`config.mk`:
```
export PLATFORM = sky130hd
export DESIGN_NAME = asp_serial_port
export DESIGN_NICKNAME = d
export VERILOG_FILES = /design/src/logic/asp_pkg.sv /design/src/logic/asp_serial_port.sv
export SDC_FILE = /design/constraint.sdc
export NUM_CORES = 1
export LEC_CHECK = 0
export ABC_AREA = 0
export BUFFER_PORTS_ARGS = -buffer_cell sky130_fd_sc_hd__clkbuf_2
export CORE_ASPECT_RATIO = 0.9
export CORE_UTILIZATION = 24
export DETAILED_ROUTE_END_ITERATION = 6
export SYNTH_ARGS = -nofsm -noshare
export SYNTH_HDL_FRONTEND = slang
export SYNTH_SLANG_ARGS = --single-unit
```
`constraint.sdc`:
```
create_clock -name clk -period 3.8 [get_ports clk]
set_input_delay 0.76 -clock clk [delete_from_list [all_inputs] [get_ports clk]]
set_output_delay 0.76 -clock clk [all_outputs]
set_load 0.05 [all_outputs]
```
`src/logic/asp_pkg.sv`:
```
// Shared constants, register map and state enumerations of the serial port.
package asp_pkg;

	// ----------------------------------------------------------------
	// Register map (index on the three-bit register port)
	// ----------------------------------------------------------------
	localparam logic [2:0] A_CTRL = 3'h0;
	localparam logic [2:0] A_BAUD = 3'h1;
	localparam logic [2:0] A_FRAC = 3'h2;
	localparam logic [2:0] A_TXD = 3'h3;
	localparam logic [2:0] A_RXD = 3'h4;
	localparam logic [2:0] A_STAT = 3'h5;
	localparam logic [2:0] A_MASK = 3'h6;
	localparam logic [2:0] A_IRPW = 3'h7;

	// ----------------------------------------------------------------
	// Control register fields
	// ----------------------------------------------------------------
	localparam int C_SYNC = 0;
	localparam int C_NINE = 1;
	localparam int C_PAR = 2;
	localparam int C_ODD = 3;
	localparam int C_STOP2 = 4;
	localparam int C_MP = 5;
	localparam int C_WAIT = 6;
	localparam int C_IRDA = 7;
	localparam int C_IRPW = 8;
	localparam int C_LB = 9;
	localparam int C_REN = 10;
	localparam int C_RUN = 11;
	localparam int C_ABD = 12;
	localparam logic [15:0] CTRL_RST = 16'h0000;
	localparam logic [15:0] ABD_CLR = 16'h10FF;
	localparam logic [15:0] ABD_SET = 16'h0C00;

	// ----------------------------------------------------------------
	// Status and mask fields
	// ----------------------------------------------------------------
	localparam int S_TBE = 0;
	localparam int S_TDONE = 1;
	localparam int S_RBF = 2;
	localparam int S_FE = 3;
	localparam int S_PE = 4;
	localparam int S_OE = 5;
	localparam int S_ABST = 6;
	localparam int S_ABEND = 7;
	localparam logic [7:0] STAT_RST = 8'h01;

	// ----------------------------------------------------------------
	// Timing in baud ticks, frame and character lengths in bits, FIFO depth in entries
	// ----------------------------------------------------------------
	localparam logic [3:0] OVS_LAST = 4'hf;
	localparam logic [3:0] OVS_SAMPLE = 4'h7;
	localparam logic [3:0] SYNC_LAST = 4'h7;
	localparam logic [3:0] SYNC_EDGE = 4'h4;
	localparam logic [3:0] IRDA_FIX = 4'h3;
	localparam logic [3:0] SYNC_BITS = 4'h8;
	localparam logic [3:0] FRAME_BASE = 4'ha;
	localparam logic [3:0] FIFO_FULL = 4'h8;

	typedef enum logic [0:0] {TX_IDLE, TX_SHIFT} asp_tx_type;
	typedef enum logic [0:0] {RX_IDLE, RX_BITS} asp_rx_type;
	typedef enum logic [1:0] {AB_IDLE, AB_ARM, AB_MEAS} asp_abd_type;

endpackage : asp_pkg

```
`src/logic/asp_serial_port.sv`:
```
// Asynchronous and synchronous serial port with FIFOs, autobaud and interrupts.
`timescale 1ns/1ns

// Operation
// - Asynchronous mode is full duplex, synchronous mode half duplex.
// - Frame: start bit, 8 or 9 bits LSB first, optional parity, one or two stops.
// - Multiprocessor mode sends 8 data bits plus a wake-up bit.
// - IrDA pulse coding both ways, fixed or software-set pulse width.
// - Synchronous mode: device makes the shift clock, exactly 8 bits per character.
// - Synchronous mode always shifts the least significant bit first.
// - Baud ticks come from a generator with a fractional divider.
// - Asynchronous rates 2.5 Mbit/s down to about 0.00058 bit/s at 40 MHz.
// - Synchronous rates 5 Mbit/s down to about 0.00116 bit/s at 40 MHz.
// - Transmit and receive each buffered by an 8-entry FIFO.
// - Autobaud measures an incoming frame and loads baud and mode settings.
// - Parity generated on transmit, checked on receive, error flagged.
// - Missing stop bit raises a framing error.
// - Completing a character into a full receive buffer raises overrun.
// - Five separate interrupt request outputs.
// - Interrupts on buffer empty, last bit, receive, errors, autobaud start and end.
// - Loop-back feeds transmit data to the receiver in asynchronous mode, line untouched.
module asp_serial_port (
	input wire logic clk,
	input wire logic nrst,
	input wire logic [2:0] addr,
	input wire logic [15:0] wdata,
	input wire logic wr_stb,
	input wire logic rd_stb,
	output logic [15:0] rdata,
	input wire logic rxd_in,
	output logic rxd_out,
	output logic rxd_oe,
	output logic txd_out,
	output logic sclk_out,
	output logic irq_tx_buf,
	output logic irq_tx_done,
	output logic irq_rx,
	output logic irq_err,
	output logic irq_abd,
	output logic irq
);

	typedef struct packed {
		logic [15:0] ctrl;
		logic [15:0] brl;
		logic [15:0] frac;
		logic [7:0] irpw;
		logic [7:0] mask;
		logic [7:0] stat;
		logic [15:0] acc;
		logic [15:0] bcnt;
		logic tick;
		logic [7:0][8:0] txf;
		logic [2:0] txw;
		logic [2:0] txr;
		logic [3:0] txn;
		logic [7:0][8:0] rxf;
		logic [2:0] rxw;
		logic [2:0] rxr;
		logic [3:0] rxn;
		logic [15:0] rdata;
		logic [2:0] sync;
		logic rxl;
		asp_pkg::asp_tx_type tst;
		logic [11:0] tsh;
		logic [3:0] tlen;
		logic [3:0] tcnt;
		logic [3:0] tph;
		logic [7:0] tpw;
		logic trecv;
		logic tline;
		asp_pkg::asp_rx_type rst;
		logic [10:0] rsh;
		logic [3:0] rcnt;
		logic [3:0] rph;
		logic lowseen;
		asp_pkg::asp_abd_type ast;
		logic [19:0] abc;
		logic txd;
		logic sclk;
		logic rxo;
		logic rxoe;
		logic [4:0] irqv;
		logic irq;
	} asp_state_type;

	asp_state_type r_ff;
	asp_state_type nxt_r;
	logic [7:0] ev;
	logic tx_push;
	logic tx_pop;
	logic rx_push;
	logic rx_pop;
	logic [8:0] rx_word;

	// ----------------------------------------------------------------
	// Helpers
	// ----------------------------------------------------------------

	// A ninth frame bit exists for 9-bit data, wake-up bit or parity.
	function automatic logic asp_has_ext(input logic [15:0] c);
		asp_has_ext = c[asp_pkg::C_NINE] | c[asp_pkg::C_MP] | c[asp_pkg::C_PAR];
	endfunction : asp_has_ext

	// Frame length up to and including the first stop bit.
	function automatic logic [3:0] asp_frame_len(input logic [15:0] c);
		asp_frame_len = asp_pkg::FRAME_BASE + {3'h0, asp_has_ext(c)};
	endfunction : asp_frame_len

	// ----------------------------------------------------------------
	// Next-state logic
	// ----------------------------------------------------------------

	// All behaviour lives here; the flip-flop process only registers it.
	always_comb begin
		logic [16:0] sum;
		logic pre;
		logic line;
		logic v;
		logic [10:0] w;
		logic [8:0] d;
		logic [3:0] len;
		logic [20:0] rnd;
		nxt_r = r_ff;
		nxt_r.tick = 1'h0;
		nxt_r.rdata = 16'h0000;
		ev = 8'h00;
		tx_push = 1'h0;
		tx_pop = 1'h0;
		rx_push = 1'h0;
		rx_pop = 1'h0;
		rx_word = 9'h000;
		sum = {1'h0, r_ff.acc} + {1'h0, r_ff.frac};
		pre = 1'h0;
		v = 1'h0;
		w = 11'h000;
		d = r_ff.txf[r_ff.txr];
		len = asp_frame_len(r_ff.ctrl);
		line = 1'h1;
		rnd = {1'h0, r_ff.abc} + {17'h0_0000, asp_pkg::OVS_SAMPLE};

		// Fractional prescaler feeds the integer reload counter; a zero
		// fraction bypasses it so the fastest rate is one tick per clock.
		if (r_ff.ctrl[asp_pkg::C_RUN]) begin
			pre = (r_ff.frac == 16'h0000) ? 1'h1 : sum[16];
			nxt_r.acc = sum[15:0];
			if (pre) begin
				if (r_ff.bcnt == 16'h0000) begin
					nxt_r.bcnt = r_ff.brl;
					nxt_r.tick = 1'h1;
				end else begin
					nxt_r.bcnt = r_ff.bcnt - 16'h0001;
				end
			end
		end else begin
			nxt_r.acc = 16'h0000;
			nxt_r.bcnt = 16'h0000;
		end

		// Three-stage pin synchroniser; a level counts once stages two and three agree.
		nxt_r.sync = {r_ff.sync[1:0], rxd_in};
		if (r_ff.sync[1] == r_ff.sync[2]) begin
			nxt_r.rxl = r_ff.sync[2];
		end
		line = r_ff.ctrl[asp_pkg::C_LB] ? r_ff.tline : r_ff.rxl;

		// Transmitter, and in synchronous mode the whole half-duplex shifter.
		nxt_r.tpw = (r_ff.tpw == 8'hff) ? r_ff.tpw : r_ff.tpw + 8'h01;
		case (r_ff.tst)
			asp_pkg::TX_IDLE: begin
				nxt_r.tcnt = 4'h0;
				nxt_r.tph = 4'h0;
				nxt_r.tpw = 8'h00;
				if (r_ff.ctrl[asp_pkg::C_SYNC]) begin
					// Only one direction runs at a time, transmit first.
					if (r_ff.txn != 4'h0) begin
						tx_pop = 1'h1;
						nxt_r.tsh = {4'h0, d[7:0]};
						nxt_r.trecv = 1'h0;
						nxt_r.tlen = asp_pkg::SYNC_BITS;
						nxt_r.tst = asp_pkg::TX_SHIFT;
					end else if (r_ff.ctrl[asp_pkg::C_REN]) begin
						nxt_r.tsh = 12'h000;
						nxt_r.trecv = 1'h1;
						nxt_r.tlen = asp_pkg::SYNC_BITS;
						nxt_r.tst = asp_pkg::TX_SHIFT;
					end
				end else if (r_ff.txn != 4'h0) begin
					// Start, data LSB first, optional ninth bit, stop bits.
					tx_pop = 1'h1;
					nxt_r.trecv = 1'h0;
					nxt_r.tsh = {2'h3, !asp_has_ext(r_ff.ctrl) ? 1'h1 :
						r_ff.ctrl[asp_pkg::C_PAR] ? ^d[7:0] ^ r_ff.ctrl[asp_pkg::C_ODD] :
						d[8], d[7:0], 1'h0};
					nxt_r.tlen = len + {3'h0, r_ff.ctrl[asp_pkg::C_STOP2]};
					nxt_r.tst = asp_pkg::TX_SHIFT;
				end
			end
			asp_pkg::TX_SHIFT: begin
				if (r_ff.tick) begin
					nxt_r.tph = r_ff.tph + 4'h1;
					// Received synchronous bits enter at bit 7 so the byte ends LSB first.
					if (r_ff.ctrl[asp_pkg::C_SYNC] && r_ff.trecv && r_ff.tph == asp_pkg::SYNC_EDGE) begin
						nxt_r.tsh = {4'h0, r_ff.rxl, r_ff.tsh[7:1]};
					end
					if (r_ff.tph == (r_ff.ctrl[asp_pkg::C_SYNC] ? asp_pkg::SYNC_LAST : asp_pkg::OVS_LAST)) begin
						nxt_r.tph = 4'h0;
						nxt_r.tpw = 8'h00;
						nxt_r.tcnt = r_ff.tcnt + 4'h1;
						if (!r_ff.trecv) begin
							nxt_r.tsh = {1'h1, r_ff.tsh[11:1]};
						end
						if (r_ff.tcnt == r_ff.tlen - 4'h1) begin
							nxt_r.tst = asp_pkg::TX_IDLE;
							if (r_ff.trecv) begin
								rx_push = 1'h1;
								rx_word = {1'h0, r_ff.tsh[7:0]};
								nxt_r.ctrl[asp_pkg::C_REN] = 1'h0;
							end else begin
								ev[asp_pkg::S_TDONE] = 1'h1;
							end
						end
					end
				end
			end
			default: nxt_r.tst = asp_pkg::TX_IDLE;
		endcase

		// Asynchronous receiver, sampling at mid-bit on the 16x ticks.
		case (r_ff.rst)
			asp_pkg::RX_IDLE: begin
				nxt_r.rph = 4'h0;
				nxt_r.rcnt = 4'h0;
				if (!r_ff.ctrl[asp_pkg::C_SYNC] && r_ff.ctrl[asp_pkg::C_REN] &&
						!r_ff.ctrl[asp_pkg::C_ABD] && !line) begin
					nxt_r.lowseen = 1'h1;
					nxt_r.rst = asp_pkg::RX_BITS;
				end
			end
			asp_pkg::RX_BITS: begin
				if (!line) begin
					nxt_r.lowseen = 1'h1;
				end
				if (r_ff.tick) begin
					nxt_r.rph = r_ff.rph + 4'h1;
					if (r_ff.rph == asp_pkg::OVS_LAST) begin
						nxt_r.lowseen = 1'h0;
					end
					if (r_ff.rph == asp_pkg::OVS_SAMPLE) begin
						// An IrDA zero is any low pulse seen since the bit began.
						v = r_ff.ctrl[asp_pkg::C_IRDA] ? !(r_ff.lowseen | !line) : line;
						nxt_r.rcnt = r_ff.rcnt + 4'h1;
						nxt_r.rsh = {v, r_ff.rsh[10:1]};
						w = nxt_r.rsh >> (4'hb - len);
						if (r_ff.rcnt == 4'h0 && v) begin
							nxt_r.rst = asp_pkg::RX_IDLE;
						end else if (r_ff.rcnt == len - 4'h1) begin
							nxt_r.rst = asp_pkg::RX_IDLE;
							if (!(r_ff.ctrl[asp_pkg::C_MP] && r_ff.ctrl[asp_pkg::C_WAIT] && !w[9])) begin
								rx_push = 1'h1;
								rx_word = {asp_has_ext(r_ff.ctrl) & !r_ff.ctrl[asp_pkg::C_PAR] & w[9], w[8:1]};
								ev[asp_pkg::S_FE] = !v;
								ev[asp_pkg::S_PE] = r_ff.ctrl[asp_pkg::C_PAR] &&
									((^w[8:1] ^ r_ff.ctrl[asp_pkg::C_ODD]) != w[9]);
							end
						end
					end
				end
			end
			default: nxt_r.rst = asp_pkg::RX_IDLE;
		endcase

		// Autobaud: the start bit of an incoming character with a set LSB is
		// timed in clocks; the count over sixteen ticks per bit, rounded to the nearest clock,
		// gives the reload value, so a count one clock short still lands right.
		case (r_ff.ast)
			asp_pkg::AB_IDLE: begin
				if (r_ff.ctrl[asp_pkg::C_ABD] && !r_ff.ctrl[asp_pkg::C_SYNC]) begin
					nxt_r.ast = asp_pkg::AB_ARM;
				end
			end
			asp_pkg::AB_ARM: begin
				nxt_r.abc = 20'h0_0000;
				if (!r_ff.ctrl[asp_pkg::C_ABD]) begin
					nxt_r.ast = asp_pkg::AB_IDLE;
				end else if (!r_ff.rxl) begin
					ev[asp_pkg::S_ABST] = 1'h1;
					nxt_r.ast = asp_pkg::AB_MEAS;
				end
			end
			asp_pkg::AB_MEAS: begin
				nxt_r.abc = (r_ff.abc == 20'hF_FFFF) ? r_ff.abc : r_ff.abc + 20'h0_0001;
				if (!r_ff.ctrl[asp_pkg::C_ABD]) begin
					nxt_r.ast = asp_pkg::AB_IDLE;
				end else if (r_ff.rxl) begin
					nxt_r.brl = rnd[20] ? 16'hffff : (rnd[19:4] == 16'h0000) ? 16'h0000 : rnd[19:4] - 16'h0001;
					nxt_r.frac = 16'h0000;
					nxt_r.ctrl = (r_ff.ctrl & ~asp_pkg::ABD_CLR) | asp_pkg::ABD_SET;
					ev[asp_pkg::S_ABEND] = 1'h1;
					nxt_r.ast = asp_pkg::AB_IDLE;
				end
			end
			default: nxt_r.ast = asp_pkg::AB_IDLE;
		endcase

		// Register port; writes to control, baud and fraction win over hardware updates of those fields.
		if (wr_stb) begin
			case (addr)
				asp_pkg::A_CTRL: nxt_r.ctrl = wdata;
				asp_pkg::A_BAUD: nxt_r.brl = wdata;
				asp_pkg::A_FRAC: nxt_r.frac = wdata;
				asp_pkg::A_TXD: tx_push = (r_ff.txn != asp_pkg::FIFO_FULL);
				asp_pkg::A_MASK: nxt_r.mask = wdata[7:0];
				asp_pkg::A_IRPW: nxt_r.irpw = wdata[7:0];
				default: nxt_r.ctrl = nxt_r.ctrl;
			endcase
		end
		if (rd_stb) begin
			case (addr)
				asp_pkg::A_CTRL: nxt_r.rdata = r_ff.ctrl;
				asp_pkg::A_BAUD: nxt_r.rdata = r_ff.brl;
				asp_pkg::A_FRAC: nxt_r.rdata = r_ff.frac;
				asp_pkg::A_RXD: begin
					rx_pop = (r_ff.rxn != 4'h0);
					nxt_r.rdata = rx_pop ? {7'h00, r_ff.rxf[r_ff.rxr]} : 16'h0000;
				end
				asp_pkg::A_STAT: nxt_r.rdata = {4'h0, r_ff.rxn, r_ff.stat};
				asp_pkg::A_MASK: nxt_r.rdata = {8'h00, r_ff.mask};
				asp_pkg::A_IRPW: nxt_r.rdata = {8'h00, r_ff.irpw};
				default: nxt_r.rdata = 16'h0000;
			endcase
		end

		// FIFOs; a character finished into a full receive FIFO is dropped.
		if (tx_push) begin
			nxt_r.txf[r_ff.txw] = wdata[8:0];
			nxt_r.txw = r_ff.txw + 3'h1;
		end
		if (tx_pop) begin
			nxt_r.txr = r_ff.txr + 3'h1;
			ev[asp_pkg::S_TBE] = (r_ff.txn == 4'h1) && !tx_push;
		end
		nxt_r.txn = r_ff.txn + {3'h0, tx_push} - {3'h0, tx_pop};
		if (rx_push) begin
			ev[asp_pkg::S_RBF] = 1'h1;
			ev[asp_pkg::S_OE] = (r_ff.rxn == asp_pkg::FIFO_FULL) && !rx_pop;
		end
		if (rx_push && !ev[asp_pkg::S_OE]) begin
			nxt_r.rxf[r_ff.rxw] = rx_word;
			nxt_r.rxw = r_ff.rxw + 3'h1;
		end
		if (rx_pop) begin
			nxt_r.rxr = r_ff.rxr + 3'h1;
		end
		nxt_r.rxn = r_ff.rxn + {3'h0, rx_push && !ev[asp_pkg::S_OE]} - {3'h0, rx_pop};

		// Sticky status: write one to clear, and an event in the same cycle wins.
		nxt_r.stat = ((wr_stb && addr == asp_pkg::A_STAT) ? r_ff.stat & ~wdata[7:0] : r_ff.stat) | ev;

		// Line drivers, all taken from next state so the outputs are flops.
		// IrDA zero is a low pulse of 3/16 bit or of a programmed clock count.
		nxt_r.tline = 1'h1;
		if (nxt_r.tst == asp_pkg::TX_SHIFT && !nxt_r.ctrl[asp_pkg::C_SYNC]) begin
			nxt_r.tline = !nxt_r.ctrl[asp_pkg::C_IRDA] ? nxt_r.tsh[0] :
				nxt_r.tsh[0] | (nxt_r.ctrl[asp_pkg::C_IRPW] ? nxt_r.tpw >= nxt_r.irpw : nxt_r.tph >= asp_pkg::IRDA_FIX);
		end
		nxt_r.txd = nxt_r.ctrl[asp_pkg::C_LB] | nxt_r.tline;
		nxt_r.sclk = nxt_r.ctrl[asp_pkg::C_SYNC] && nxt_r.tst == asp_pkg::TX_SHIFT &&
			nxt_r.tph >= asp_pkg::SYNC_EDGE;
		nxt_r.rxo = nxt_r.tsh[0];
		nxt_r.rxoe = nxt_r.ctrl[asp_pkg::C_SYNC] && nxt_r.tst == asp_pkg::TX_SHIFT && !nxt_r.trecv;

		// Five request lines plus one summary level.
		nxt_r.irqv[0] = nxt_r.stat[asp_pkg::S_TBE] & nxt_r.mask[asp_pkg::S_TBE];
		nxt_r.irqv[1] = nxt_r.stat[asp_pkg::S_TDONE] & nxt_r.mask[asp_pkg::S_TDONE];
		nxt_r.irqv[2] = nxt_r.stat[asp_pkg::S_RBF] & nxt_r.mask[asp_pkg::S_RBF];
		nxt_r.irqv[3] = |(nxt_r.stat[asp_pkg::S_OE:asp_pkg::S_FE] & nxt_r.mask[asp_pkg::S_OE:asp_pkg::S_FE]);
		nxt_r.irqv[4] = |(nxt_r.stat[asp_pkg::S_ABEND:asp_pkg::S_ABST] & nxt_r.mask[asp_pkg::S_ABEND:asp_pkg::S_ABST]);
		nxt_r.irq = |nxt_r.irqv;
	end

	// ----------------------------------------------------------------
	// State register
	// ----------------------------------------------------------------

	// Reset loads constants only; status starts with the empty-buffer flag.
	always_ff @(posedge clk or negedge nrst) begin
		if (!nrst) begin
			r_ff <= '0;
			r_ff.ctrl <= asp_pkg::CTRL_RST;
			r_ff.stat <= asp_pkg::STAT_RST;
			r_ff.rxl <= 1'h1;
			r_ff.sync <= 3'h7;
			r_ff.tline <= 1'h1;
			r_ff.txd <= 1'h1;
			r_ff.tst <= asp_pkg::TX_IDLE;
			r_ff.rst <= asp_pkg::RX_IDLE;
			r_ff.ast <= asp_pkg::AB_IDLE;
		end else begin
			r_ff <= nxt_r;
		end
	end

	assign rdata = r_ff.rdata;
	assign rxd_out = r_ff.rxo;
	assign rxd_oe = r_ff.rxoe;
	assign txd_out = r_ff.txd;
	assign sclk_out = r_ff.sclk;
	assign irq_tx_buf = r_ff.irqv[0];
	assign irq_tx_done = r_ff.irqv[1];
	assign irq_rx = r_ff.irqv[2];
	assign irq_err = r_ff.irqv[3];
	assign irq_abd = r_ff.irqv[4];
	assign irq = r_ff.irq;
endmodule : asp_serial_port

```
* After elaboration in Yosys (flattened, before gate mapping)
Cells that the tools add are included.
** Storage, ports and cells
- Register bits after elaboration :: 376
- Bits in latches :: 0
- Memory bits (writable) :: 0
- Bits in read-only memories :: 0
- Output and inout port bits :: 26
- Logic and storage cells :: 325
- Memories :: 0
** Cells by class
- $add $sub $neg :: 23
- Multiply operators :: 0
- Div/mod/pow operators :: 0
- Magnitude comparators :: 9
- Equal/unequal tests :: 34
- Shifts and indexed selects :: 1
- Muxes and demuxes :: 129
- Bitwise logic cells :: 19
- Reductions and logical operators :: 55
** Operators with widths (number)
- $mux W16 :: 10
- $bwmux W72 :: 2
- $mux W45 :: 3
- $pmux W16 S7 :: 1
- $mux W9 :: 11
- $mux W17 :: 5
- $mux W8 :: 9
- $mux W64 :: 1
- $mux W1 :: 58
- $bmux W9 S3 :: 2
- $demux W9 S3 :: 2
- $logic_not A16 Y1 :: 3
- $pmux W20 S2 :: 1
- $mux W32 :: 1
- $pmux W16 S2 :: 1
- $sub A16 B1 Y16 const B :: 2
- $mux W13 :: 2
- $pmux W13 S2 :: 1
- $mux W12 :: 2
- $mux W2 :: 11
- $add A20 B3 Y21 const B :: 1
- $mux W21 :: 1
- $add A20 B1 Y20 const B :: 1
- $eq A20 B20 Y1 const B :: 1
- 58 further kinds :: 138

* Depth between registers and ports, before layout
Gate-level depths: netlist of run 1.
- Depth after elaboration :: 19
- Mapped depth :: 17
- Gate-level depth less buffers :: 16

* Least setup slack after synthesis of run 1
Ideal clock, no wire load.
- Path type :: input-to-reg
- Start :: in addr[0]
- End :: reg r_ff[53] (netlist bit)
- Data arrival time :: 3587 ps
- Slack :: 124 ps
- Stages :: 13
- Path buffers :: 2
- Cells stage by stage :: clkbuf_1 > clkbuf_1 > nand4_1 > mux2_2 > ha_1 > nand2b_1 > a21o_1 > a21o_1 > a21o_1 > a21o_1 > a211oi_1 > o21a_1 > o211ai_1
** RTL lines
- start, declared :: RTL line asp_serial_port.sv:25 : input wire logic [2:0] addr,
- end signal, assigned :: RTL line asp_serial_port.sv:400 : r_ff <= nxt_r;
- end, declared :: RTL line asp_serial_port.sv:87 : asp_state_type r_ff;

* Worst setup path after layout of run 1
- Start :: reg r_ff[71] (netlist bit)
- End :: reg r_ff[164] (netlist bit)
** Between the ends
- Longest elaborated chain between the ends :: 15
- Elaborated cells between the ends (all ways) :: 26
** RTL lines
- $sub A4 B1 Y4 (*) :: RTL line asp_serial_port.sv:213 : if (r_ff.tcnt == r_ff.tlen - 4'h1) begin
- $eq A4 B4 Y1 (*) :: RTL line asp_serial_port.sv:213
- $mux W1 :: RTL line asp_serial_port.sv:213
- $mux W1 :: RTL line asp_serial_port.sv:206 : if (r_ff.tph == (r_ff.ctrl[asp_pkg::C_SYNC] ? asp_pkg::SYNC_LAST : asp_pkg::OVS_LAST)) begin
- $mux W1 :: RTL line asp_serial_port.sv:200 : if (r_ff.tick) begin
- $mux W1 :: RTL line asp_serial_port.sv:169 : case (r_ff.tst)
- $mux W1 :: RTL line asp_serial_port.sv:259 : if (!(r_ff.ctrl[asp_pkg::C_MP] && r_ff.ctrl[asp_pkg::C_WAIT] && !w[9])) begin
- $mux W1 :: RTL line asp_serial_port.sv:257 : end else if (r_ff.rcnt == len - 4'h1) begin
- $mux W1 :: RTL line asp_serial_port.sv:255 : if (r_ff.rcnt == 4'h0 && v) begin
- $mux W1 :: RTL line asp_serial_port.sv:249 : if (r_ff.rph == asp_pkg::OVS_SAMPLE) begin
- $mux W1 :: RTL line asp_serial_port.sv:244 : if (r_ff.tick) begin
- $mux W1 :: RTL line asp_serial_port.sv:230 : case (r_ff.rst)
- $mux W1 :: RTL line asp_serial_port.sv:344 : if (rx_push) begin
- $logic_not A1 Y1 :: RTL line asp_serial_port.sv:348 : if (rx_push && !ev[asp_pkg::S_OE]) begin
- $logic_and A1 B1 Y1 :: RTL line asp_serial_port.sv:348
Every way passes the cells marked *; elsewhere a longest branch is shown, timed or not.
A chain may end at the register's enable or synchronous reset.

==> reports/summary.txt, run 1 <==
Number of remaining DRC errors: 0
Largest net degree at the start of global routing: 83
Layout cells sized above 1: 21.95%
DR iter-0 viols: 1,148
Final period utilization: 87.04%
Synth Flop Type: dfrtp_1
Netlist cell types: 79
Chip height: 273.9 um
Die W: 304.1 um
Syn Std Cell Area: 19,710 um2
Clock Latency Late Sink: 0.56 ns
Status: completed
Sw frac: 35.39%
PwrDens: 598.9 nW/um2
Yosys warns: 0
Final ANT Viol Nets: 0
Slew @ Worst Pin: 0.8797 ns
TritonCTS clock tree: done
Leak pwr: 10.07 nW
Root Driver: clkbuf_16
Max Cap Violations: 0
Power share of the clock group: 28.6%
Avg Cell Area, Syn: 10.83 um2
Worst Hold Class: primary input to async pin
Core Rows: 99
RSZ-0062 raised after global routing: no
CP startpoint kind: register
Die ar.: 83,270 um2
Hpwl dp: 38,030 um
Vias: 14,202
Comb pwr share: 31.2%
Mapped Nets: 1,898
Post_cts resized: 0
Clock Sinks: 374
Area grow syn2layout: 14.29%
GRT overflow: 0
Initial antenna violation count: 2
Psw: 0.004774 W
CTS Buffer Depth: 3
CP endpoint kind: register
Vias/cell: 4.834
Wire per inst: 18.08 um
Layout Skew: 0.02002 ns
Total wire length: 53,130 um
Max Slew Vio Count: 0
Slew HR: 41.35%
Vias in the first global route: 13,899
Minimum clock period: 3.307 ns
Setup Fix Bufs, Post-CTS: 0
Hold Slack: 0.2173 ns
Core Region: 81,130 um2
Post-synthesis async set-or-reset flop share: 100.0%
Seq pwr share: 40.2%
Finish-stage setup viols: 0
Global Route Usage Sum: 12.74%
CTS buffer count: 40
H-tree depth: 2
Max Fclk: 302.4 MHz
Worst-path clk slew: 0.06 ns
Flops & latches, synth: 374
IO Port Bufs: 49
TNS Setup: 0 ns
WS Path Type: register to register
Starting Density: 24.29%
Worst EP arrival: 3.75 ns
Post-synth EDFFs: 0
Nets: 1,929
Pint: 0.008714 W
Final Wtd Congestion: 0.8639
Io pins: 50
CTS Hold Bufs: 0
VDD IR max: 0.4958 mV
First-pass GRT wire length: 83,700 um
Hold Vio Cnt, Final: 0
Max FO, Critical Path: 9
DRT Pass-1 Iters: 5
Mapped Cells: 1,819
R2R setup slack: 0.49 ns
CP required: 4.24 ns
Sequential share of the synthesized area: 47.53%
==> state kept, by name (all words and copies together) (netlist names) <==
signal	count
txd_out	1
irq_rx	1
nxt_r	2
rxd_oe	1
irq_abd	1
irq	1
rdata	16
r_ff	347
irq_tx_buf	1
sclk_out	1
irq_tx_done	1
irq_err	1
==> cell usage in the layout (no fill, tap or decap), types with 9 or more instances in the layout <==
cell       netlist  routed
clkbuf_2         0      48
xnor2_1         52      52
dfrtp_1        367     367
or3_1           26      26
and2_1          15      15
nand3_1         33      33
o21ai_1         10      10
o31ai_1         11      11
a211oi_1        14      14
nand4_1         24      24
nand2b_1        12      12
inv_1           41      41
nor3_1          30      29
o22ai_1          9       9
clkbuf_16        0      40
o211ai_1         9       9
nand2_1        181     181
a22oi_1         13      13
mux2i_1         63      63
nor3b_1         10      10
nor2b_1         18      18
xor2_1          34      34
a21oi_1         74      74
buf_4           18      50
and3_1          16      16
ha_1            52      52
mux4_2          32      32
a21o_1          12      12
o21ai_0         86      86
nor2_1         122     122
mux2_2         189     189
a31oi_1         13      13
nor4_1          13      13
clkbuf_1        68      11
==> logic make-up after synthesis <==
kind of cell	count (synthesis)	synth area share, %
xor gates and xnor gates	87	3.943
muxes	284	17.66
AOI/OAI and AO/OA	312	9.999
adders and majority gates	56	3.657
DFF	374	47.53
buffers and inverters	159	3.485
and+or+nand+nor	547	13.73
==> metal layers <==
layer / share of wire (%) / global-route usage [%] / vias up
met1: 50 / 19.32 / 7191
met5: 0 / 0 / -
li1: - / - / 6587
met2: 42 / 18.32 / 360
met3: 6.2 / 2.504 / 64
met4: 2.0 / 2.966 / 0
==> synth_stat cells (9+ instances only) <==
library cell | instances | area share, %
o21ai_1 | 10 | 0.25
buf_2 | 18 | 0.46
nor3b_1 | 10 | 0.38
a21oi_1 | 74 | 1.9
buf_1 | 11 | 0.21
o21ai_0 | 86 | 2.2
a21o_1 | 12 | 0.46
and3_1 | 16 | 0.51
inv_1 | 41 | 0.78
nor3_1 | 30 | 0.76
a22oi_1 | 13 | 0.50
dfrtp_1 | 367 | 47
mux2i_1 | 63 | 3.2
a31oi_1 | 13 | 0.41
nand4_1 | 24 | 0.76
a211oi_1 | 14 | 0.53
o31ai_1 | 11 | 0.42
nand3_1 | 33 | 0.84
nor2b_1 | 18 | 0.57
or3_1 | 26 | 0.83
mux2_2 | 189 | 11
buf_4 | 18 | 0.69
nand2b_1 | 12 | 0.38
mux4_2 | 32 | 3.7
nand2_1 | 181 | 3.4
clkbuf_1 | 68 | 1.3
nor4_1 | 13 | 0.41
and2_1 | 15 | 0.48
nor2_1 | 122 | 2.3
ha_1 | 52 | 3.3
o211ai_1 | 9 | 0.34
xnor2_1 | 52 | 2.3
o22ai_1 | 9 | 0.29
xor2_1 | 34 | 1.5
==> worst paths after layout <==
kind                                       from                    end  depth (start not counted)
max in group asynchronous                  nrst     r_ff[91]$_DFF_PN1_                          2
min in group clk                         rxd_in    nxt_r[90]$_DFF_PN1_                          1
min reg2reg                 nxt_r[90]$_DFF_PN1_    nxt_r[91]$_DFF_PN1_                          0
min                                        nrst  r_ff[284]$_DFFE_PN0P_                          1
max                        r_ff[71]$_DFFE_PN0P_  r_ff[164]$_DFFE_PN0P_                         10
max reg2reg                r_ff[71]$_DFFE_PN0P_  r_ff[164]$_DFFE_PN0P_                         10
==> per-stage QoR <==
step | power (W) | util [%] | instances | cell area [um2] | setup WS [ns]
2_1_floorplan | 0.008405 | - | 1819 | 19710 | 0.1239
3_3_place_gp | 0.009561 | 26.19 | 2868 | 21250 | 0.5772
3_5_place_dp | 0.009622 | 26.19 | 2868 | 21250 | 0.5314
4_1_cts | 0.01356 | 27.76 | 2937 | 22520 | 0.5200
5_1_grt | 0.01431 | 27.76 | 2937 | 22520 | 0.2661
6_report | 0.01349 | 27.76 | 2938 | 22520 | 0.4927
==> cell type report <==
class | instances | area [um2]
inverter | 44 | 165.2
clock inverter | 15 | 188.9
antenna | 1 | 2.502
sequential | 374 | 9368
tap | 1060 | 1326
timing repair buffer | 104 | 730.7
multi-input combinational | 1286 | 9658
clock buffer | 54 | 1084
fill | 8411 | 58610
==> power by group through the flow <==
stage | combinational (W) | clock, W | sequential [W]
finish | 0.00420 | 0.00386 | 0.00542
CTS | 0.00419 | 0.00397 | 0.00540
floorplan | 0.00321 | 0 | 0.00519
global placement | 0.00411 | 0 | 0.00545
detailed placement | 0.00416 | 0 | 0.00546
global route | 0.00467 | 0.00413 | 0.00550
==> worst max-delay path: stages (launching register included) <==
cell	delay [ns]
dfrtp_1	0.40
inv_1	0.08
ha_1	0.14
xor3_1	0.39
nor4_1	0.37
and4_1	0.30
o22ai_1	0.16
a31o_2	0.30
nor2_2	0.18
and3_1	0.48
mux2_2	0.39
Power figures use the tool's default switching activity.
==> inputs of run 2 (changes only) <==
--- a/config.mk
+++ b/config.mk
@@ -10,6 +10,7 @@
 export CORE_ASPECT_RATIO = 0.9
 export CORE_UTILIZATION = 24
 export DETAILED_ROUTE_END_ITERATION = 6
+export MAX_ROUTING_LAYER = met4
 export SYNTH_ARGS = -nofsm -noshare
 export SYNTH_HDL_FRONTEND = slang
 export SYNTH_SLANG_ARGS = --single-unit
==> reports/summary.txt, run 2 (synthesis results as in run 1) <==
Status: completed
Layout cells sized above 1: 21.95%
Core Region: 81,130 um2
Vias/cell: 4.833
Clock Latency Late Sink: 0.56 ns
Worst Hold Class: primary input to async pin
Global-route met2 utilization: 18.30%
Worst EP arrival: 3.72 ns
Hold Vio Cnt, Final: 0
TNS Setup: 0 ns
Final Wtd Congestion: 0.8778
Max reg flops: 347
Met3 usage: 2.520%
Comb pwr share: 31.1%
Worst r2r src: r_ff[71]$_DFFE_PN0P_
Worst-path clk slew: 0.06 ns
DRT Pass-1 Iters: 5
CP cell instances: inv_1 -> ha_1 -> xor3_1 -> nor4_1 -> and4_1 -> o22ai_1 -> a31o_2 -> nor2_2 -> and3_1 -> mux2_2
Final ANT Viol Nets: 0
CTS Buffer Depth: 3
Largest net degree at the start of global routing: 83
TritonCTS clock tree: done
CP startpoint kind: register
Area grow syn2layout: 14.27%
Max Cap Violations: 0
Leak pwr: 10.07 nW
Placed cells: 2,868
Power share of the clock group: 28.7%
Post-layout util: 27.76%
RSZ-0062 raised after global routing: no
Sw frac: 35.37%
Global routing's busiest layer: met1
FF-to-FF End: r_ff[169]$_DFFE_PN0P_
IO Port Bufs: 49
Number of remaining DRC errors: 0
CP bufs+invs: 1
Vias in the first global route: 13,891
Finished Cell Area: 22,520 um2
Hpwl dp: 38,030 um
Wire per inst: 18.09 um
Most flop-heavy register: r_ff
Finish-stage setup viols: 0
VDD IR max: 0.4870 mV
H-tree depth: 2
Root Driver: clkbuf_16
First-pass GRT wire length: 83,770 um
Initial antenna violation count: 2
Antenna Cells: 0
DR iter-0 viols: 1,141
Max Slew Vio Count: 0
Critical path's largest stage delay: 0.48 ns
CTS Hold Bufs: 0
Max FO, Critical Path: 9
Placed standard-cell area: 21,250 um2
GR Util met1: 19.35%
Final Non-Filler Cells: 2,937
Max Fclk: 305.0 MHz
Psw: 0.004769 W
CP required: 4.24 ns
Nets: 1,929
Most frequent cells in the layout: 367 x dfrtp_1, 189 x mux2_2, 181 x nand2_1, 122 x nor2_1, 86 x o21ai_0
Clock Sinks: 374
Vias: 14,194
GRT overflow: 0
Total wire length: 53,140 um
Seq pwr share: 40.2%
Minimum clock period: 3.279 ns
Setup Fix Bufs, Post-CTS: 0
Post_cts resized: 0
Starting Density: 24.29%
PwrDens: 598.7 nW/um2
Slew @ Worst Pin: 0.8916 ns
Commonest non-fill, non-tap cell in the layout: dfrtp_1
Pint: 0.008713 W
Hold Slack: 0.1958 ns
Crit-path slowest cell: and3_1
Worst path top cell family by delay: simple AND/OR/NAND/NOR gates
WS Path Type: register to register
CP endpoint kind: register
Layout Skew: 0.02006 ns
Die ar.: 83,270 um2
CTS buffer count: 40
Register-to-Register Path Depth: 10
Die W: 304.1 um
Slew HR: 40.44%
Chip height: 273.9 um
R2R setup slack: 0.52 ns
Final period utilization: 86.28%
Global Route Usage Sum: 13.13%
Io pins: 50
Core Rows: 99
# fillers: 8,411
==> run 2: cell count changes in the layout (fill, tap and decap cells not counted), sizes merged <==
cell / previous run / this run
diode: 1 / 0
==> run 2: worst max-delay path by stage <==
stage,from,end,cells after the start,slack (ns)
4_1_cts,r_ff[71]$_DFFE_PN0P_,r_ff[170]$_DFFE_PN0P_,10,0.52
2_1_floorplan,addr[0],r_ff[53]$_DFF_PN1_,13,0.12
3_5_place_dp,r_ff[71]$_DFFE_PN0P_,r_ff[170]$_DFFE_PN0P_,10,0.53
5_1_grt,r_ff[71]$_DFFE_PN0P_,r_ff[164]$_DFFE_PN0P_,10,0.27
6_report,r_ff[71]$_DFFE_PN0P_,r_ff[169]$_DFFE_PN0P_,10,0.52
3_3_place_gp,addr[1],r_ff[251]$_DFFE_PN0P_,7,0.58
==> run 2: power by group through the flow <==
stage	Clock, W	Combinational [W]	Sequential [W]
finish	0.00386	0.00419	0.00542
global route	0.00413	0.00467	0.00550
CTS	0.00397	0.00419	0.00540
detailed placement	0	0.00416	0.00546
global placement	0	0.00411	0.00545
floorplan	0	0.00321	0.00519
==> run 2: layout make-up <==
type	instances	area, um2	share of cell area [%]
Multi-Input combinational cell	1286	9658	42.89
Timing Repair Buffer	104	730.7	3.245
Tap cell	1060	1326	5.889
Inverter	44	165.2	0.7334
Clock inverter	15	188.9	0.8389
Clock buffer	54	1084	4.811
Sequential cell	374	9368	41.60
==> run 2: stage by stage <==
step	total power (W)	setup WS (ns)
finish	0.01348	0.5213
global route	0.01431	0.2661
CTS	0.01356	0.5200
detailed placement	0.009622	0.5314
global placement	0.009561	0.5772
floorplan	0.008405	0.1239
==> run 2: layer usage <==
| layer | wire (um) | part of all wire [%] |
|---|---|---|
| met1 | 26730 | 50 |
| met5 | 0 | 0 |
| met3 | 3238 | 6.1 |
| met2 | 22090 | 42 |
| met4 | 1080 | 2.0 |
==> inputs of run 3 (changes only) <==
--- a/config.mk
+++ b/config.mk
@@ -5,7 +5,7 @@
 export SDC_FILE = /design/constraint.sdc
 export NUM_CORES = 1
 export LEC_CHECK = 0
-export ABC_AREA = 0
+export ABC_AREA = 1
 export BUFFER_PORTS_ARGS = -buffer_cell sky130_fd_sc_hd__clkbuf_2
 export CORE_ASPECT_RATIO = 0.9
 export CORE_UTILIZATION = 24
==> reports/summary.txt, run 3 <==
Status: completed
First-pass GRT wire length: 95,660 um
VDD IR max: 0.2996 mV
Worst Hold Class: primary input to async pin
Area contributors post-synth: dfrtp_1 45%, nand2_1 12%, o21ai_0 8.6%
Starting Density: 24.34%
CTS Hold Bufs: 0
Total Power: 0.01379 W
Hold Vio Cnt, Final: 0
Max Slew Vio Count: 0
Max Fclk: 318.7 MHz
Setup Fix Bufs, Post-CTS: 0
Placed standard-cell area: 21,690 um2
Post-synth EDFFs: 0
Yosys warns: 0
Synth top area share: 45.41%
Final Non-Filler Cells: 3,785
Root Driver: clkbuf_16
TritonCTS clock tree: done
Layout Skew: 0.03176 ns
H-tree depth: 2
Most instantiated cells after synthesis: 647 x nand2_1, 367 x dfrtp_1, 346 x o21ai_0
Setup WS post-layout: 0.6623 ns
Worst EP arrival: 3.61 ns
TNS Setup: 0 ns
Nets: 2,703
CP endpoint kind: register
Worst-path clk slew: 0.06 ns
DRT Pass-1 Iters: 5
CTS Buffer Depth: 3
Avg Cell Area, Syn: 7.787 um2
# fillers: 9,064
Finished Cell Area: 23,180 um2
Slew @ Worst Pin: 0.8763 ns
Mapped Cells: 2,597
Post-synth top area cell: dfrtp_1
Largest net degree at the start of global routing: 105
Vias/cell: 4.600
Max FO, Critical Path: 13
Clock Latency Late Sink: 0.59 ns
Layout cells sized above 1: 7.979%
Chip height: 277.4 um
Die W: 308.0 um
PwrDens: 595.1 nW/um2
Global Route Usage Sum: 14.62%
Vias: 17,411
Area grow syn2layout: 14.61%
Most frequent cells in the layout: 647 x nand2_1, 367 x dfrtp_1, 346 x o21ai_0, 281 x inv_1, 241 x nor2_1
CP required: 4.27 ns
CTS buffer count: 43
RSZ-0062 raised after global routing: no
Netlist cell types: 56
Syn Std Cell Area: 20,220 um2
Setup WS pre-CTS: 0.6999 ns
Die ar.: 85,430 um2
IO Port Bufs: 49
Flops & latches, synth: 374
Placed cells: 3,701
Max Cap Violations: 0
Most frequent cell after synthesis: nand2_1
Final ANT Viol Nets: 0
Number of remaining DRC errors: 0
Minimum clock period: 3.138 ns
Initial antenna violation count: 6
Vias in the first global route: 16,264
Core Rows: 100
Core Region: 83,080 um2
CP startpoint kind: register
Total wire length: 60,850 um
Leak pwr: 11.20 nW
Final period utilization: 82.57%
GRT overflow: 0
WS Path Type: register to register
Most flop-heavy register: r_ff
Post-synthesis async set-or-reset flop share: 100.0%
Post_cts resized: 0
Slew HR: 41.40%
Hpwl dp: 44,290 um
Max reg flops: 347
DR iter-0 viols: 1,554
Finish-stage setup viols: 0
Commonest non-fill, non-tap cell in the layout: nand2_1
Sequential share of the synthesized area: 46.32%
Final Wtd Congestion: 0.9049
Synth Flop Type: dfrtp_1
Io pins: 50
Mapped Nets: 2,676
Clock Sinks: 374
Wire per inst: 16.08 um
## run 3: final timing paths
path                                     start                    end  slack, ns  depth (start not counted)
setup / recovery           r_ff[272]$_DFF_PN0_    r_ff[110]$_DFF_PN0_       0.66                         14
setup reg to reg           r_ff[272]$_DFF_PN0_    r_ff[110]$_DFF_PN0_       0.66                         14
hold reg to reg            nxt_r[90]$_DFF_PN1_    nxt_r[91]$_DFF_PN1_       0.36                          0
max in group asynchronous                 nrst  r_ff[120]$_DFFE_PN0P_       2.75                          2
min in group clk                        rxd_in    nxt_r[90]$_DFF_PN1_       0.30                          1
hold / removal                            nrst  r_ff[221]$_DFFE_PN0P_       0.12                          1
## run 3: critical path: stages (launching register included)
cell and delay [ns]:
dfrtp_1 0.64, nand2_1 0.19, inv_1 0.33, nand3_1 0.13, nor3_1 0.14, nand2_1 0.10
inv_1 0.08, nand2_1 0.16, nand2_4 0.15, nand2_1 0.09, nand2_1 0.14, o21ai_0 0.11
ha_1 0.24, fa_1 0.38, xor2_1 0.15
## run 3: per-stage QoR
stage	util, %	hold slack (ns)
3_5_place_dp	26.10	0.3475
4_1_cts	27.88	0.1240
5_1_grt	27.90	0.1382
2_1_floorplan	-	0.3452
3_3_place_gp	26.10	0.3472
6_report	27.90	0.1157
## run 3: layer usage
metal | up-vias | part of all wire, % | track usage (%)
li1 | 8581 | - | -
met1 | 8222 | 48 | 20.68
met2 | 512 | 42 | 20.85
met3 | 96 | 8.1 | 3.553
met4 | 0 | 1.9 | 3.253
met5 | - | 0 | -
## run 3: cells by family after synthesis
logic type               count (synthesis)  share of synthesized area, %
buffers and inverters                  401                         8.068
XOR/XNOR                                52                         2.252
AO/OA/AOI/OAI                          612                         16.69
AND/OR/NAND/NOR                       1102                         23.10
flip-flops                             374                         46.32
adder cells (fa/ha/maj)                 56                         3.564
## run 3: area by class of cell
| type | count | area (um2) | share of cell area (%) |
|---|---|---|---|
| Antenna cell | 6 | 15.01 | 0.06478 |
| Clock buffer | 54 | 1167 | 5.037 |
| Clock inverter | 24 | 309.0 | 1.333 |
| Inverter | 297 | 1120 | 4.832 |
| Multi-Input combinational cell | 1822 | 9224 | 39.80 |
| Sequential cell | 374 | 9368 | 40.42 |
| Tap cell | 1122 | 1404 | 6.057 |
| Timing Repair Buffer | 86 | 570.5 | 2.462 |
## run 3: power breakdown
part / switching [W] / total [W] / leakage, nW / internal (W)
Sequential: 0.000651 / 0.00544 / 4.68 / 0.00478
Combinational: 0.00262 / 0.00399 / 5.80 / 0.00137
Clock: 0.00177 / 0.00437 / 0.716 / 0.00260
Total: 0.00504 / 0.0138 / 11.2 / 0.00875
